===== config.mk =====
export PLATFORM = sky130hd
export DESIGN_NAME = oscref_ctrl
export DESIGN_NICKNAME = d
export VERILOG_FILES = /design/src/oscref_pkg.sv /design/src/oscref_ctrl.sv
export VERILOG_INCLUDE_DIRS = /design/src
export SDC_FILE = /design/constraint.sdc
export NUM_CORES = 1
export LEC_CHECK = 0
export ABC_AREA = 1
export ABC_CLOCK_PERIOD_IN_PS = 3810
export BUFFER_PORTS_ARGS = -buffer_cell sky130_fd_sc_hd__buf_2
export CELL_PAD_IN_SITES_DETAIL_PLACEMENT = 0
export CELL_PAD_IN_SITES_GLOBAL_PLACEMENT = 1
export CORE_UTILIZATION = 37
export DETAILED_ROUTE_END_ITERATION = 8
export PLACE_DENSITY_LB_ADDON = 0.08
export SLEW_MARGIN = 10
export SYNTH_ARGS = -nofsm -noshare
export SYNTH_HDL_FRONTEND = slang
export SYNTH_SLANG_ARGS = --single-unit

===== constraint.sdc =====
create_clock -name sys_clk_i -period 3.81 [get_ports sys_clk_i]
set_input_delay 0.5715 -clock sys_clk_i [delete_from_list [all_inputs] [get_ports sys_clk_i]]
set_output_delay 0.5715 -clock sys_clk_i [all_outputs]
set_load 0.05 [all_outputs]

===== src/oscref_regs.svh =====
// register offsets, field positions, reset values and codes of the oscillator block
`ifndef OSCREF_REGS_SVH
`define OSCREF_REGS_SVH

// word-aligned byte offsets on the register bus
`define OSCREF_OFS_CONTROL   8'h00
`define OSCREF_OFS_STATUS    8'h04
`define OSCREF_OFS_TUNING    8'h08
`define OSCREF_OFS_REFCLK    8'h0c
`define OSCREF_OFS_AUX       8'h10

// reset values
`define OSCREF_RST_CONTROL   8'h38
`define OSCREF_RST_TUNING    8'h00
`define OSCREF_RST_REFCLK    8'h30
`define OSCREF_RST_AUX       8'h00

// oscillator control fields
`define OSCREF_CTL_SPLL      7
`define OSCREF_CTL_FREQ_HI   6
`define OSCREF_CTL_FREQ_LO   3
`define OSCREF_CTL_SCS_HI    1
`define OSCREF_CTL_SCS_LO    0
`define OSCREF_CTL_MASK      8'hfb

// tuning field
`define OSCREF_TUN_MASK      8'h3f

// reference clock control fields
`define OSCREF_REF_EN        7
`define OSCREF_REF_OE        6
`define OSCREF_REF_SLEW      5
`define OSCREF_REF_DC_HI     4
`define OSCREF_REF_DC_LO     3
`define OSCREF_REF_DIV_HI    2
`define OSCREF_REF_DIV_LO    0

// auxiliary control fields
`define OSCREF_AUX_T1EN      0
`define OSCREF_AUX_MASK      8'h01

// frequency select codes
`define OSCREF_FREQ_HF_31K   4'h3
`define OSCREF_FREQ_MF_31K   4'h2

// configuration oscillator mode codes for the crystal modes
`define OSCREF_MODE_LP       3'h0
`define OSCREF_MODE_XT       3'h1
`define OSCREF_MODE_HS       3'h2

`endif

===== src/oscref_pkg.sv =====
// types shared by the oscillator select and reference clock block
package oscref_pkg;

  // system clock source picked by the select field
  typedef enum logic [2:0] {
    OSCREF_SRC_CONFIG = 3'b001,
    OSCREF_SRC_TIMER1 = 3'b010,
    OSCREF_SRC_INTOSC = 3'b100
  } oscref_sys_src_t;

  // internal oscillator feeding the divider chain
  typedef enum logic [2:0] {
    OSCREF_INT_HF = 3'b001,
    OSCREF_INT_MF = 3'b010,
    OSCREF_INT_LF = 3'b100
  } oscref_int_src_t;

  // readiness inputs from the analog oscillators
  typedef struct packed {
    logic timer1_osc_ready;
    logic pll_locked;
    logic on_config_clock;
    logic high_freq_osc_ready;
    logic high_freq_osc_locked;
    logic mid_freq_osc_ready;
    logic low_freq_osc_ready;
    logic high_freq_osc_stable;
  } oscref_osc_state_t;

  // clock selection handed to the clock tree
  typedef struct packed {
    oscref_sys_src_t sys_src;
    oscref_int_src_t int_src;
    logic [3:0]      freq_code;
    logic            pll_enable;
    logic [5:0]      freq_tuning_offset;
  } oscref_clk_sel_t;

endpackage


===== src/oscref_ctrl.sv =====
// oscillator control and status registers with reference clock generator
//
// Implementation choices: the address map and the Wishbone register port.
`timescale 1ns/1ps
`include "oscref_regs.svh"

// Contract
// config PLL enable set: ignore software PLL bit, keep 4x PLL on.
// config PLL enable clear: software PLL bit turns 4x PLL on or off.
// frequency codes 1111 to 1000 select the high-frequency source.
// codes 0111,0110,0101,0100,0010 select medium-frequency source; reset loads 0111.
// code 0011 is 31.25 kHz from high-frequency; 000x selects low-frequency oscillator.
// clock select 1x internal, 01 Timer1, 00 the configured oscillator.
// Timer1 ready flag follows oscillator when enabled, reads 1 when disabled.
// PLL ready flag reads 1 when the 4x PLL is ready.
// start-up status reads 1 when running from the configured clock.
// high, medium, low oscillator ready flags are read-only status.
// locked flag means within 2 percent, stable flag within 0.5 percent.
// 6-bit tuning is a signed offset around the calibrated frequency.
// reference clock comes from system clock, feeds pin and modulator.
// unit runs while enabled; pin driven only when output enable also set.
// divider select offers eight divide options.
// undivided clock keeps source duty unless 0 percent is chosen.
// divide-by-two 25 and 75 percent duty limited by source duty.
// slew limiting active while the slew bit is set.
// any reset disables the unit and restores control defaults.
// crystal modes keep the pin for the oscillator; modulator still fed.
// clock-out config puts instruction clock on pin, overriding reference clock.
// in Sleep the unit stops and outputs hold their levels.
// divider 000 undivided, 001 to 111 divide by 2 through 128.
// duty codes 00,01,10,11 give 0, 25, 50, 75 percent.
// modulator clock held low when disabled or at 0 percent duty.
module oscref_ctrl
  import oscref_pkg::*;
(
  input  wire logic              sys_clk_i,
  input  wire logic              rst_b_i,
  // classic wishbone slave
  input  wire logic              wb_cyc_i,
  input  wire logic              wb_stb_i,
  input  wire logic              wb_we_i,
  input  wire logic [7:0]        wb_adr_i,
  input  wire logic [3:0]        wb_sel_i,
  input  wire logic [31:0]       wb_dat_i,
  output logic      [31:0]       wb_dat_o,
  output logic                   wb_ack_o,
  // configuration word bits
  input  wire logic              config_pll_enable_i,
  input  wire logic              config_clock_out_enable_i,
  input  wire logic [2:0]        config_osc_mode_i,
  // oscillator condition and sleep
  input  wire oscref_osc_state_t osc_state_i,
  input  wire logic              sleep_i,
  // clock selection and reference clock outputs
  output oscref_clk_sel_t        clk_sel_o,
  output logic                   reference_clock_pin_o,
  output logic                   reference_clock_pin_oe_o,
  output logic                   refclk_slew_limit_o,
  output logic                   modulator_clk_o
);

  // register state
  logic [7:0] osc_control;
  logic [7:0] osc_tuning;
  logic [7:0] refclk_control;
  logic [7:0] aux_control;
  logic [7:0] osc_status;

  // bus decode
  wire        bus_req     = wb_cyc_i & wb_stb_i;
  wire        bus_wr      = bus_req & wb_we_i & wb_sel_i[0] & ~wb_ack_o;
  wire [7:0]  word_adr    = {wb_adr_i[7:2], 2'b00};
  wire        hit_control = (word_adr == `OSCREF_OFS_CONTROL);
  wire        hit_status  = (word_adr == `OSCREF_OFS_STATUS);
  wire        hit_tuning  = (word_adr == `OSCREF_OFS_TUNING);
  wire        hit_refclk  = (word_adr == `OSCREF_OFS_REFCLK);
  wire        hit_aux     = (word_adr == `OSCREF_OFS_AUX);
  wire [7:0]  wr_byte     = wb_dat_i[7:0];

  // read mux; unmapped words read as zero but are still acknowledged
  wire [7:0]  rd_byte = hit_control ? osc_control :
                        hit_status  ? osc_status :
                        hit_tuning  ? osc_tuning :
                        hit_refclk  ? refclk_control :
                        hit_aux     ? aux_control : 8'h00;

  // one-cycle registered ack; the !ack term drops it in the following cycle
  always_ff @(posedge sys_clk_i or negedge rst_b_i)
  begin
    if (!rst_b_i)
    begin
      wb_ack_o <= 1'b0;
      wb_dat_o <= 32'h0000_0000;
    end
    else
    begin
      wb_ack_o <= bus_req & ~wb_ack_o;
      wb_dat_o <= {24'h00_0000, rd_byte};
    end
  end

  // writable registers; any reset restores defaults
  always_ff @(posedge sys_clk_i or negedge rst_b_i)
  begin
    if (!rst_b_i)
    begin
      osc_control    <= `OSCREF_RST_CONTROL;
      osc_tuning     <= `OSCREF_RST_TUNING;
      refclk_control <= `OSCREF_RST_REFCLK;
      aux_control    <= `OSCREF_RST_AUX;
    end
    else
    begin
      if (bus_wr && hit_control)
        osc_control <= wr_byte & `OSCREF_CTL_MASK;
      if (bus_wr && hit_tuning)
        osc_tuning <= wr_byte & `OSCREF_TUN_MASK;
      if (bus_wr && hit_refclk)
        refclk_control <= wr_byte;
      if (bus_wr && hit_aux)
        aux_control <= wr_byte & `OSCREF_AUX_MASK;
    end
  end

  // control fields
  wire       soft_pll   = osc_control[`OSCREF_CTL_SPLL];
  wire [3:0] freq_code  = osc_control[`OSCREF_CTL_FREQ_HI:`OSCREF_CTL_FREQ_LO];
  wire [1:0] clk_select = osc_control[`OSCREF_CTL_SCS_HI:`OSCREF_CTL_SCS_LO];
  wire       t1_enable  = aux_control[`OSCREF_AUX_T1EN];
  wire       ref_en     = refclk_control[`OSCREF_REF_EN];
  wire       ref_oe     = refclk_control[`OSCREF_REF_OE];
  wire [1:0] ref_dc     = refclk_control[`OSCREF_REF_DC_HI:`OSCREF_REF_DC_LO];
  wire [2:0] ref_div    = refclk_control[`OSCREF_REF_DIV_HI:`OSCREF_REF_DIV_LO];

  // config bit overrides the software bit
  wire pll_enable = config_pll_enable_i | soft_pll;

  // source decode; 0011 is an hf-derived duplicate, 000x is the lf oscillator
  wire freq_is_hf = freq_code[3] | (freq_code == `OSCREF_FREQ_HF_31K);
  wire freq_is_lf = (freq_code[3:1] == 3'b000);
  oscref_int_src_t int_src;
  assign int_src = freq_is_hf ? OSCREF_INT_HF :
                   freq_is_lf ? OSCREF_INT_LF : OSCREF_INT_MF;

  oscref_sys_src_t sys_src;
  assign sys_src = clk_select[1] ? OSCREF_SRC_INTOSC :
                   clk_select[0] ? OSCREF_SRC_TIMER1 : OSCREF_SRC_CONFIG;

  // clock tree selection; pll ready only counts while the pll is enabled
  assign clk_sel_o = '{sys_src:            sys_src,
                       int_src:            int_src,
                       freq_code:          freq_code,
                       pll_enable:         pll_enable,
                       freq_tuning_offset: osc_tuning[5:0]};

  // status register view, read-only
  assign osc_status = {t1_enable ? osc_state_i.timer1_osc_ready : 1'b1,
                       pll_enable & osc_state_i.pll_locked,
                       osc_state_i.on_config_clock,
                       osc_state_i.high_freq_osc_ready,
                       osc_state_i.high_freq_osc_locked,
                       osc_state_i.mid_freq_osc_ready,
                       osc_state_i.low_freq_osc_ready,
                       osc_state_i.high_freq_osc_stable};

  // reference divider: period is 2^div system clocks
  logic [6:0] ref_cnt;
  logic       ref_q;
  wire  [7:0] div_len  = 8'h01 << ref_div;
  wire  [7:0] div_last = div_len - 8'h01;
  wire  [8:0] duty_mul = {1'b0, div_len} * {7'h00, ref_dc};
  wire  [8:0] duty_raw = duty_mul >> 2;
  // at divide-by-two a quarter period is below one clock, so 25 rounds up
  wire  [8:0] duty_thr = (ref_dc != 2'b00 && duty_raw == 9'h000) ? 9'h001 : duty_raw;
  wire        cnt_wrap = ({1'b0, ref_cnt} == div_last);
  wire  [6:0] next_ref_cnt = cnt_wrap ? 7'h00 : ref_cnt + 7'h01;
  wire        next_ref_q   = ({2'b00, next_ref_cnt} < duty_thr);

  // sleep freezes counters and levels instead of gating the clock
  always_ff @(posedge sys_clk_i or negedge rst_b_i)
  begin
    if (!rst_b_i)
    begin
      ref_cnt <= 7'h00;
      ref_q   <= 1'b0;
    end
    else if (sleep_i)
    begin
      ref_cnt <= ref_cnt;
      ref_q   <= ref_q;
    end
    else if (!ref_en)
    begin
      ref_cnt <= 7'h00;
      ref_q   <= 1'b0;
    end
    else
    begin
      ref_cnt <= next_ref_cnt;
      ref_q   <= next_ref_q;
    end
  end

  // undivided mode passes the source clock so its duty is kept; glitch-free
  // only while the enable and duty bits stay still
  wire pass_src  = (ref_div == 3'b000) & ref_en & (ref_dc != 2'b00) & ~sleep_i;
  wire ref_clock = pass_src ? sys_clk_i : ref_q;
  assign modulator_clk_o = ref_clock & ref_en & (ref_dc != 2'b00);

  // instruction clock, system clock divided by four
  logic [1:0] instr_cnt;
  always_ff @(posedge sys_clk_i or negedge rst_b_i)
  begin
    if (!rst_b_i)
      instr_cnt <= 2'b00;
    else if (!sleep_i)
      instr_cnt <= instr_cnt + 2'b01;
  end
  wire instruction_clock_output = instr_cnt[1];

  // pin ownership: clock-out beats crystal pin beats reference clock
  wire crystal_mode = (config_osc_mode_i == `OSCREF_MODE_LP) |
                      (config_osc_mode_i == `OSCREF_MODE_XT) |
                      (config_osc_mode_i == `OSCREF_MODE_HS);
  wire ref_on_pin   = ref_en & ref_oe & ~crystal_mode;
  assign reference_clock_pin_o    = config_clock_out_enable_i ?
                                    instruction_clock_output : ref_clock & ref_on_pin;
  assign reference_clock_pin_oe_o = config_clock_out_enable_i | ref_on_pin;
  assign refclk_slew_limit_o      = refclk_control[`OSCREF_REF_SLEW];
endmodule // oscref_ctrl


== Yosys cells after proc, flatten, opt, wreduce, memory -nomap -nowiden ==
Cells that the tools add are included.
Operators by class
  muxes and demuxes: 16
  bitwise logic cells: 22
  multipliers: 1
  reductions and logical operators: 11
  $add $sub $neg: 3
  equality and inequality tests: 8
  shifts and indexed selects: 1
  order comparisons: 1
Operator list (number)
  $mux 8: 4
  $mux 7: 3
  $and 1x1->1: 14
  $eq 6x2->1 const B: 2
  $logic_not 3->1: 3
  $logic_not 9->1: 1
  $mul 8x2->9: 1
  $mux 3: 3
  $eq 7x8->1: 1
  $logic_not 8->1: 1
  $shl 1x3->8 const A: 1
  $sub 8x1->8 const B: 1
  $add 7x1->7 const B: 1
  $lt 7x7->1: 1
  $eq 6x1->1 const B: 1
  $eq 6x3->1 const B: 1
  $logic_and 1x1->1: 5
  $mux 1: 5
  $or 1x1->1: 5
  $eq 4x2->1 const B: 1
  $eq 3x1->1 const B: 1
  $eq 3x2->1 const B: 1
  $not 1->1: 3
  $add 2x1->2 const B: 1
  2 further kinds: 2
Storage, ports and cells
  output and inout port bits: 54
  word-level logic and storage cells: 72
  input port bits: 63
  register bits after elaboration: 41

== Logic depth before layout (Yosys ltp) ==
Gate-level depths: netlist of the first run.
  depth in word-level cells: 7
  depth in mapped cells: 21
  depth with buffers taken out: 20

==> results of run 1 <==
-- layer usage --
metal	up-vias	GRT usage	wire, um
met1	1205	0.2371	3357
met3	10	0.06053	387
met5	-	0	0
li1	1355	-	-
met2	75	0.3089	3440
met4	0	0.09127	87
-- state kept, by name, summed over array words and instances, names as in the netlist --
register,cells
ref_q,1
osc_tuning,6
instr_cnt,2
refclk_control,8
ref_cnt,7
wb_dat_o,8
wb_ack_o,1
osc_control,7
aux_control,1
-- placed cells by master (no fill, tap or decap), types with 2 or more instances in the layout --
| cell type | n |
|---|---|
| nand2_1 | 108 |
| buf_2 | 61 |
| inv_1 | 49 |
| dfrtp_1 | 36 |
| nor2_1 | 34 |
| conb_1 | 25 |
| nand3_1 | 22 |
| o21ai_2 | 16 |
| o21ai_1 | 14 |
| clkbuf_8 | 14 |
| ha_1 | 13 |
| nand2_2 | 9 |
| inv_2 | 7 |
| a21oi_1 | 7 |
| nor3_1 | 5 |
| dfstp_2 | 5 |
| o21ai_0 | 4 |
| xor2_1 | 3 |
| nor2_2 | 3 |
| xnor2_1 | 3 |
| nand4_1 | 3 |
| or2_2 | 3 |
| o211ai_1 | 3 |
| o2111ai_1 | 3 |
| nor3_2 | 2 |
| a31oi_1 | 2 |
| buf_6 | 2 |
-- worst register-to-register path, cell delays in order, from the launching register on --
cell and delay [ns]:
dfrtp_1 0.63, nand2_1 0.16, inv_1 0.08, nand2_1 0.06, nor2_1 0.10, ha_1 0.28, a21oi_1 0.23, nand3_1 0.10
nand2_1 0.06, nand2_1 0.07, ha_1 0.33, a211oi_1 0.26, nand2_1 0.08, a31oi_1 0.14, nand2_1 0.10, nand2_1 0.07
-- layout make-up --
cell class / instances / area (um^2) / share of cell area
Clock buffer: 16 / 215.2 / 0.06180
Timing Repair Buffer: 61 / 305.3 / 0.08768
Tap cell: 102 / 127.6 / 0.03665
Multi-Input combinational cell: 292 / 1534 / 0.4405
Inverter: 57 / 221.5 / 0.06360
Sequential cell: 41 / 1032 / 0.2964
Clock inverter: 3 / 46.29 / 0.01330
-- power groups by stage --
stage	Combinational [mW]	Sequential (mW)	Clock (mW)
2_1_floorplan	0.145	0.483	0.0125
3_3_place_gp	0.177	0.477	0.0150
3_5_place_dp	0.178	0.477	0.0150
4_1_cts	0.179	0.469	0.554
5_1_grt	0.193	0.471	0.585
6_report	0.177	0.469	0.545
-- cells in the mapped netlist (all sizes together) --
cell type,count,area [um^2]
nand2,117,459.2
inv,57,221.5
nor2,38,157.7
dfrtp,36,900.9
buf,35,274.0
o21ai,34,226.5
nand3,22,110.1
ha,13,162.7
nor3,8,61.31
a21oi,7,35.03
dfstp,5,131.4
or2,4,25.03
nand4,3,18.77
o2111ai,3,26.28
o211ai,3,22.52
xnor2,3,26.28
xor2,3,26.28
a31oi,2,12.51
conb,2,7.510
a211oi,1,7.510
a221oi,1,8.760
a22oi,1,7.510
and3,1,6.260
clkbuf,1,3.750
fa,1,20.02
nand3b,1,7.510
o22ai,1,6.260
-- stage by stage --
stage               std cells  utilization  hold slack, ns  power [mW]  cell area, um^2
finish                    572       0.4483          0.2978       1.191             3482
floorplan                 426            -          0.2759      0.6405             3059
detailed placement        555       0.4151          0.4158      0.6703             3224
CTS                       572       0.4465          0.3324       1.202             3468
global route              572       0.4483          0.3624       1.249             3482
global placement          555       0.4151          0.4147      0.6691             3224
-- worst paths after layout --
path	start	endpoint	slack (ns)	depth (start not counted)
setup / recovery	sys_clk_i	reference_clock_pin_o	0.11	12
hold / removal	rst_b_i	ref_cnt[5]	0.30	1
setup reg to reg	refclk_control[2]	ref_q	0.99	15
hold reg to reg	wb_ack_o	wb_ack_o	0.43	1
max in group asynchronous	rst_b_i	osc_tuning[2]	2.91	1
min in group sys_clk_i	wb_stb_i	wb_ack_o	0.38	3
-- logic make-up (layout without fill, tap and decap cells) --
logic type / Yosys count / count (layout)
other cells: 2 / 25
compound gates: 53 / 53
buf+inv: 93 / 137
fa+ha+maj: 14 / 14
xor+xnor: 6 / 6
flops: 41 / 41
simple gates: 194 / 194
==> results.yml, run 1 <==
critical_path:
  crit_top_cell: "clkbuf_8"
  setup.worst_path.end_class: "output pin"
  critPathBufInv: 8
  critPathMaxFanout: 2
  cpPeakStageDelay_ns: 0.15
  critical-path-top-delay-family: "buffers and inverters"
  worst_ep_required_time_ns: 3.24
  slowest_stage: "clkbuf_8"
  worstSetupPathType: "clk -> out"
  crit_chain: "clkbuf_8 -> clkbuf_8 -> clkbuf_8 -> clkbuf_8 -> clkbuf_8 -> nand2_2 -> o21ai_2 -> clkbuf_8 -> clkbuf_8 -> nand2_1 -> o21ai_1 -> buf_6"
  start_kind: "clock port"
  worstPathArrival_ns: 3.13
timing:
  setup_viol_count_final: 0
  hold_viol_final: 0
  slew_violations: 0
  worst_slack_ns: 0.1073
  tns_ns: 0
  tightestPinTransition_ns: 0.9438
  grt_setup_unrepaired: "false"
  skew_ns: 0.009197
  relSlewSlack: 0.3708
power:
  switchingPower_uw: 358.0
  cellLeakagePower_nw: 1.814
  clkPwrFrac: 0.458
  power_density_nw_per_um2: 341.9
  power.internal_uw: 832.6
  pwr-share-comb: 0.148
  p_sw_frac: 0.3007
  ir_drop_v: 0.0003109
  seqPwrFrac: 0.394
drt:
  drt_iter0_drc: 99
  detail_route.vias_per_cell: 4.624
  routedWlPerCell_um: 12.72
  dr_total_vias: 2645
  dr.pass1.iters: 5
  drc: 0
  wl_um: 7273
  antenna_left: 0
synth:
  ys_seq_area_frac: 0.3472
  synth_simple_gate_area_frac: 0.2845
  synth_cells: 403
  syn-mean-instance-area_um2: 7.377
  synth_xor_area_frac: 0.01768
  synth.distinct_cells: 38
  synth_area_um2: 2973
  synth_adder_area_share: 0.06145
  synth_top_family_by_area: "simple AND/OR/NAND/NOR gates"
  synth-compound-area-share: 0.1187
  ys_ff_latch: 41
  yosys_warnings: 0
  yosys-mux-area-fraction: 0
floorplanning:
  core_um2: 7767
  fp-row-count: 32
  io_pins: 117
  die-area_um2: 8397
  start_util: 0.3827
  die_w_um: 91.64
  fp.dieH_um: 91.64
clock_network:
  cts_tree: "yes"
  clkTransAtPathRegs_ns: 0.09
  cts_setup_buffers: 0
  cts_hold_buffers: 0
  clock_latency_ns: 0.40
  cts_repair_resize_count: 2
place:
  pre_cts_ws_ns: 0.8926
  routabilityCongestion: 0.7924
  port_buffers: 63
  dp_hpwl_um: 5601
job:
  drv_cap: 0
worst_hold_path:
  min_path_type: "in -> async"
cells_and_area:
  num-nets-final: 546
  area_growth_pct: 17.13
  final_layout_size_suffix_gt1_frac: 0.2723
  diodes: 0
  fill_cells: 858
grt:
  grt_max_degree: 42
  grt_overflow_total: 0
  grt_usage: 0.1935
  grt_pass1_wl_um: 12360
  antenna_found_initial: 0
  grt_pass1_vias: 2657
run_status:
  outcome: "complete, no violations"
(Power assumes the default switching activity.)
==> inputs of run 2 (changes only) <==
--- a/config.mk
+++ b/config.mk
@@ -13,7 +13,8 @@
 export CELL_PAD_IN_SITES_GLOBAL_PLACEMENT = 1
 export CORE_UTILIZATION = 37
 export DETAILED_ROUTE_END_ITERATION = 8
-export PLACE_DENSITY_LB_ADDON = 0.08
+export PLACE_DENSITY = 0.83
+export RECOVER_POWER = 50
 export SLEW_MARGIN = 10
 export SYNTH_ARGS = -nofsm -noshare
 export SYNTH_HDL_FRONTEND = slang
==> run 2 against run 1 <==
Net effect: the flow now finishes with violations (capacitance limit, slew limit); sequential share of layout area up 0.44 points; non-clock buffer count unchanged; core utilization down 0.66 points; clock power down 5.0%; cell count down 0.17%; first-iteration DRC count up 39%; via count up 0.91%; critical path type unchanged; critical endpoint unchanged; largest power group unchanged; highest routed layer unchanged.
==> results.yml, run 2 (same netlist as run 1, synthesis figures left out) <==
floorplanning:
  io_pins: 117
  core_um2: 7767
  start_util: 0.3827
  fp-row-count: 32
  fp.dieH_um: 91.64
  die_w_um: 91.64
  die-area_um2: 8397
cells_and_area:
  stdcell_count: 571
  fin_util: 0.4417
  area_growth_pct: 15.40
  fin_area_um2: 3431
  final_common_cell: "nand2_1"
  diodes: 0
  final_layout_size_suffix_gt1_frac: 0.2559
  reg_top3: "refclk_control (8), wb_dat_o (8)"
  num-nets-final: 545
  mostFrequentLayoutCells: "nand2_1, buf_2, inv_1, dfrtp_1, nor2_1"
clock_network:
  cts_hold_buffers: 0
  cts_tree: "yes"
  clkTransAtPathRegs_ns: 0.10
  clock_latency_ns: 0.42
  cts_setup_buffers: 0
timing:
  holdWs_ns: 0.3524
  worst_slack_ns: 0.1765
  tightestPinTransition_ns: 2.189
  setup_viol_count_final: 0
  skew_ns: 0.01288
  grt_setup_unrepaired: "false"
  hold_viol_final: 0
  tns_ns: 0
  relSlewSlack: -0.4593
  slew_violations: 42
job:
  drv_cap: 1
grt:
  grt_usage: 0.1885
  grt_max_degree: 42
  antenna_found_initial: 0
  grt_pass1_vias: 2655
  grt_overflow_total: 0
  grt_pass1_wl_um: 12070
drt:
  dr_total_vias: 2669
  drc: 0
  dr.pass1.iters: 4
  wl_um: 7069
  routedWlPerCell_um: 12.38
  antenna_left: 0
  drt_iter0_drc: 138
  detail_route.vias_per_cell: 4.674
worst_hold_path:
  hold_start: "wb_stb_i"
  min_path_type: "in -> reg"
place:
  dp_hpwl_um: 5475
  pre_cts_ws_ns: 0.8961
  routabilityCongestion: 0.7984
  dp.cells: 555
  place_area_um2: 3224
  port_buffers: 63
power:
  cellLeakagePower_nw: 1.790
  ir_drop_v: 0.0001539
  p_total_mw: 1.161
  power_density_nw_per_um2: 338.5
run_status:
  failed_checks: "capacitance limit, slew limit"
  outcome: "finished with violations"
critical_path:
  setup.worst_path.end_class: "output pin"
  start_kind: "clock port"
  setup.worst_path.start: "sys_clk_i"
  worst_ep_required_time_ns: 3.24
  worstReg2RegStart: "refclk_control[2]"
  critPathMaxFanout: 2
  worstSetupPathType: "clk -> out"
  worstPathArrival_ns: 3.06
==> run 2: cell count changes in the layout (fill, tap and decap cells not counted), moves of 2 or more <==
cell	change
inv_6	+2
inv_2	-2
clkbuf_1	+3
nor3_1	+2
o21ai_1	-4
buf_2	-3
o21ai_0	+4
==> run 2: worst paths after layout <==
kind                                         end  depth (start not counted)  slack [ns]
min in group asynchronous            wb_dat_o[0]                          1        0.79
setup reg to reg                           ref_q                         15        1.09
hold / removal                          wb_ack_o                          3        0.35
max in group asynchronous         osc_control[6]                          1        1.77
hold reg to reg                         wb_ack_o                          1        0.44
setup / recovery           reference_clock_pin_o                         11        0.18
==> run 2: critical path, stage by stage <==
cell and delay, ns:
clkbuf_8 0.11, clkbuf_8 0.12, clkbuf_8 0.12, clkbuf_8 0.12
clkbuf_8 0.12, nand2_2 0.06, o21ai_2 0.08, clkbuf_8 0.15
nand2_1 0.05, o21ai_1 0.06, buf_6 0.15
==> run 2: final cells by class <==
| class | count | area, um^2 |
|---|---|---|
| tap | 102 | 127.6 |
| clock buffer | 15 | 201.4 |
| clock inverter | 3 | 28.78 |
| timing repair buffer | 61 | 301.5 |
| fill | 847 | 4337 |
| multi-input combinational | 292 | 1518 |
| inverter | 57 | 221.5 |
| sequential | 41 | 1032 |
==> run 2: power by group <==
group	leakage, nW	internal, mW	switching, mW
registers	0.548	0.454	0.0152
logic	1.11	0.0409	0.133
clock network	0.128	0.280	0.239
==> run 2: metal layers <==
| layer | up-vias | global-route usage | share of wire | routed length, um |
|---|---|---|---|---|
| met1 | 1220 | 0.2324 | 0.46 | 3238 |
| met2 | 79 | 0.2982 | 0.48 | 3371 |
| met3 | 14 | 0.06302 | 0.050 | 353 |
| met5 | - | 0 | 0 | 0 |
| li1 | 1356 | - | - | - |
| met4 | 0 | 0.08466 | 0.015 | 105 |
==> run 2: repair_timing <==
item                                   in CTS  in global routing
endpoints found under the hold margin       0                  0
setup endpoints to repair                   2                  2
resized for setup                           5                  2
==> inputs of run 3 (changes only) <==
--- a/config.mk
+++ b/config.mk
@@ -6,12 +6,11 @@
 export SDC_FILE = /design/constraint.sdc
 export NUM_CORES = 1
 export LEC_CHECK = 0
-export ABC_AREA = 1
 export ABC_CLOCK_PERIOD_IN_PS = 3810
 export BUFFER_PORTS_ARGS = -buffer_cell sky130_fd_sc_hd__buf_2
 export CELL_PAD_IN_SITES_DETAIL_PLACEMENT = 0
 export CELL_PAD_IN_SITES_GLOBAL_PLACEMENT = 1
-export CORE_UTILIZATION = 37
+export CORE_UTILIZATION = 39
 export DETAILED_ROUTE_END_ITERATION = 8
 export PLACE_DENSITY = 0.83
 export RECOVER_POWER = 50
==> run 3 against run 2 <==
Net effect: non-clock buffer count grew 4; largest power group unchanged; cell count shrank 17%; combinational power grew 9.8%; the flow still finishes with violations (capacitance limit, slew limit); clock skew shrank 0.0092 ns; count of clock-buffer cells in the layout grew 4; hold slack gained 0.035 ns.
==> results.yml, run 3 <==
run_status:
  outcome: "finished with violations"
  failed_checks: "capacitance limit, slew limit"
drt:
  drt_iter0_drc: 74
  routedWlPerCell_um: 13.54
  dr_total_vias: 2393
  drc: 0
  detail_route.vias_per_cell: 5.049
  antenna_left: 0
  dr.pass1.iters: 4
  wl_um: 6419
synth:
  yosysTopAreaCell: "dfrtp_1"
  async_flop_share: 1.000
  synth_top_cells_by_count: "dfrtp_1, nor2_1, buf_4, mux2_2, nand2_1"
  synth_top_area_share: 0.3000
  synth_top_family_by_area: "simple AND/OR/NAND/NOR gates"
  synth_adder_area_share: 0.06083
  ys_seq_area_frac: 0.3438
  synth_edf_count: 0
  synth-compound-area-share: 0.1208
  synth.distinct_cells: 61
  synth_xor_area_frac: 0.04083
  synth_simple_gate_area_frac: 0.2021
  synth_most_common_cell: "dfrtp_1"
  synth.area.top_cells: "dfrtp_1, mux2_2, buf_4"
  synth_top_flop_cell: "dfrtp_1"
  yosys_warnings: 0
  syn-mean-instance-area_um2: 9.687
  ys_ff_latch: 41
  synth_area_um2: 3003
  synth_cells: 310
  yosys-mux-area-fraction: 0.1196
place:
  dp.cells: 456
  port_buffers: 63
  routabilityCongestion: 0.8299
  dp_hpwl_um: 4842
critical_path:
  reg2regPathDepth: 13
  worstReg2RegStart: "refclk_control[4]"
  worstPathArrival_ns: 3.17
  start_kind: "clock port"
  crit_chain: "clkbuf_8 -> clkbuf_8 -> clkbuf_8 -> clkbuf_8 -> clkbuf_8 -> mux2i_1 -> clkbuf_8 -> clkbuf_8 -> nor3b_1 -> buf_2"
  critical-path-top-delay-family: "buffers and inverters"
  worstSetupPathType: "clk -> out"
  critPathMaxFanout: 2
  critPathBufInv: 8
  cpPeakStageDelay_ns: 0.22
  setup.worst_path.end_class: "output pin"
  slowest_stage: "buf_2"
  worst_ep_required_time_ns: 3.24
  crit_top_cell: "clkbuf_8"
  reg2reg_to: "ref_q"
  r2r_slack_ns: 0.39
cells_and_area:
  area_growth_pct: 16.88
  mostFrequentLayoutCells: "buf_2, dfrtp_1, nor2_1, conb_1, mux2_2"
  num-nets-final: 450
  final_common_cell: "buf_2"
  reg_top3: "refclk_control (8), wb_dat_o (8)"
  diodes: 0
  stdcell_count: 474
  final_layout_size_suffix_gt1_frac: 0.3387
timing:
  setup_viol_count_final: 0
  tns_ns: 0
  tightestPinTransition_ns: 2.161
  hold_viol_final: 0
  grt_setup_unrepaired: "false"
  relSlewSlack: -0.4408
  skew_ns: 0.003663
  slew_violations: 42
worst_hold_path:
  min_to: "wb_ack_o"
  hold_path_depth: 3
  hold_start: "wb_stb_i"
  min_path_type: "in -> reg"
grt:
  grt_usage: 0.1745
  grt_max_degree: 42
  antenna_found_initial: 0
  grt_pass1_vias: 2434
  grt_pass1_wl_um: 11120
  grt_overflow_total: 0
floorplanning:
  start_util: 0.4096
  die_w_um: 89.75
  fp-row-count: 31
  fp.dieH_um: 89.75
  io_pins: 117
  core_um2: 7331
  die-area_um2: 8054
power:
  power_density_nw_per_um2: 344.5
  ir_drop_v: 0.0001943
  cellLeakagePower_nw: 1.787
clock_network:
  cts_tree: "yes"
  clkTransAtPathRegs_ns: 0.08
  cts_hold_buffers: 0
  clock_latency_ns: 0.40
job:
  drv_cap: 1
[run 3: changes by cell type after synthesis, moves of 8 or more]
cell      change
and3_1        +8
inv_1        -39
mux2_2       +23
nand2_1      -91
nand2b_1     +10
nand3_1      -15
o21ai_1      -13
o21ai_2      -15
[run 3: kinds of logic after synthesis]
kind of cell             Yosys count
AND/OR/NAND/NOR                  110
buffers and inverters             53
AO/OA/AOI/OAI                     48
flip-flops                        41
multiplexers                      28
adder cells (fa/ha/maj)           14
XOR/XNOR                          14
other                              2
[run 3: worst min-delay path, delay by kind of cell]
family        cells  cell delay [ns]
simple gates      2             0.09
buf+inv           1             0.10
[run 3: worst max-delay path by stage]
stage,depth (start not counted),endpoint,slack [ns],start
2_1_floorplan,4,reference_clock_pin_o,0.40,refclk_control[2]
3_3_place_gp,13,ref_q,0.23,refclk_control[4]
3_5_place_dp,13,ref_q,0.19,refclk_control[4]
4_1_cts,10,modulator_clk_o,0.05,sys_clk_i
5_1_grt,10,reference_clock_pin_o,0.004,sys_clk_i
6_report,10,modulator_clk_o,0.07,sys_clk_i
[run 3: layer usage]
metal,vias up,track usage,share of wire
met5,-,0,0
met1,1161,0.2186,0.47
li1,1166,-,-
met2,54,0.2724,0.47
met3,12,0.04315,0.033
met4,0,0.1025,0.019
[run 3: metrics by stage]
| stage | setup slack (ns) | utilization | power (mW) | instance area (um^2) | hold slack, ns |
|---|---|---|---|---|---|
| 6_report | 0.07064 | 0.4788 | 1.209 | 3510 | 0.3873 |
| 4_1_cts | 0.04705 | 0.4789 | 1.222 | 3511 | 0.3297 |
| 2_1_floorplan | 0.4018 | - | 0.6538 | 3089 | 0.2759 |
| 3_5_place_dp | 0.1873 | 0.4456 | 0.6845 | 3267 | 0.4245 |
| 5_1_grt | 0.004206 | 0.4788 | 1.264 | 3510 | 0.3960 |
| 3_3_place_gp | 0.2330 | 0.4456 | 0.6818 | 3267 | 0.4153 |
[run 3: report_power, final]
| group | leakage (nW) | internal, mW | total (mW) | switching [mW] |
|---|---|---|---|---|
| Clock | 0.139 | 0.352 | 0.550 | 0.198 |
| Combinational | 1.10 | 0.0534 | 0.191 | 0.137 |
| Sequential | 0.548 | 0.454 | 0.469 | 0.0149 |
[run 3: final cells by class]
| class | instances | area [um^2] |
|---|---|---|
| Fill cell | 691 | 3821 |
| Multi-Input combinational cell | 239 | 1734 |
| Sequential cell | 41 | 1032 |
| Timing Repair Buffer | 65 | 327.8 |
| Clock buffer | 19 | 224.0 |
| Tap cell | 99 | 123.9 |
| Inverter | 10 | 37.54 |
| Clock inverter | 1 | 30.03 |
[run 3: repair_timing]
action	in CTS	in global routing
setup endpoints to repair	0	1
resized for setup	0	2
setup buffers	0	0
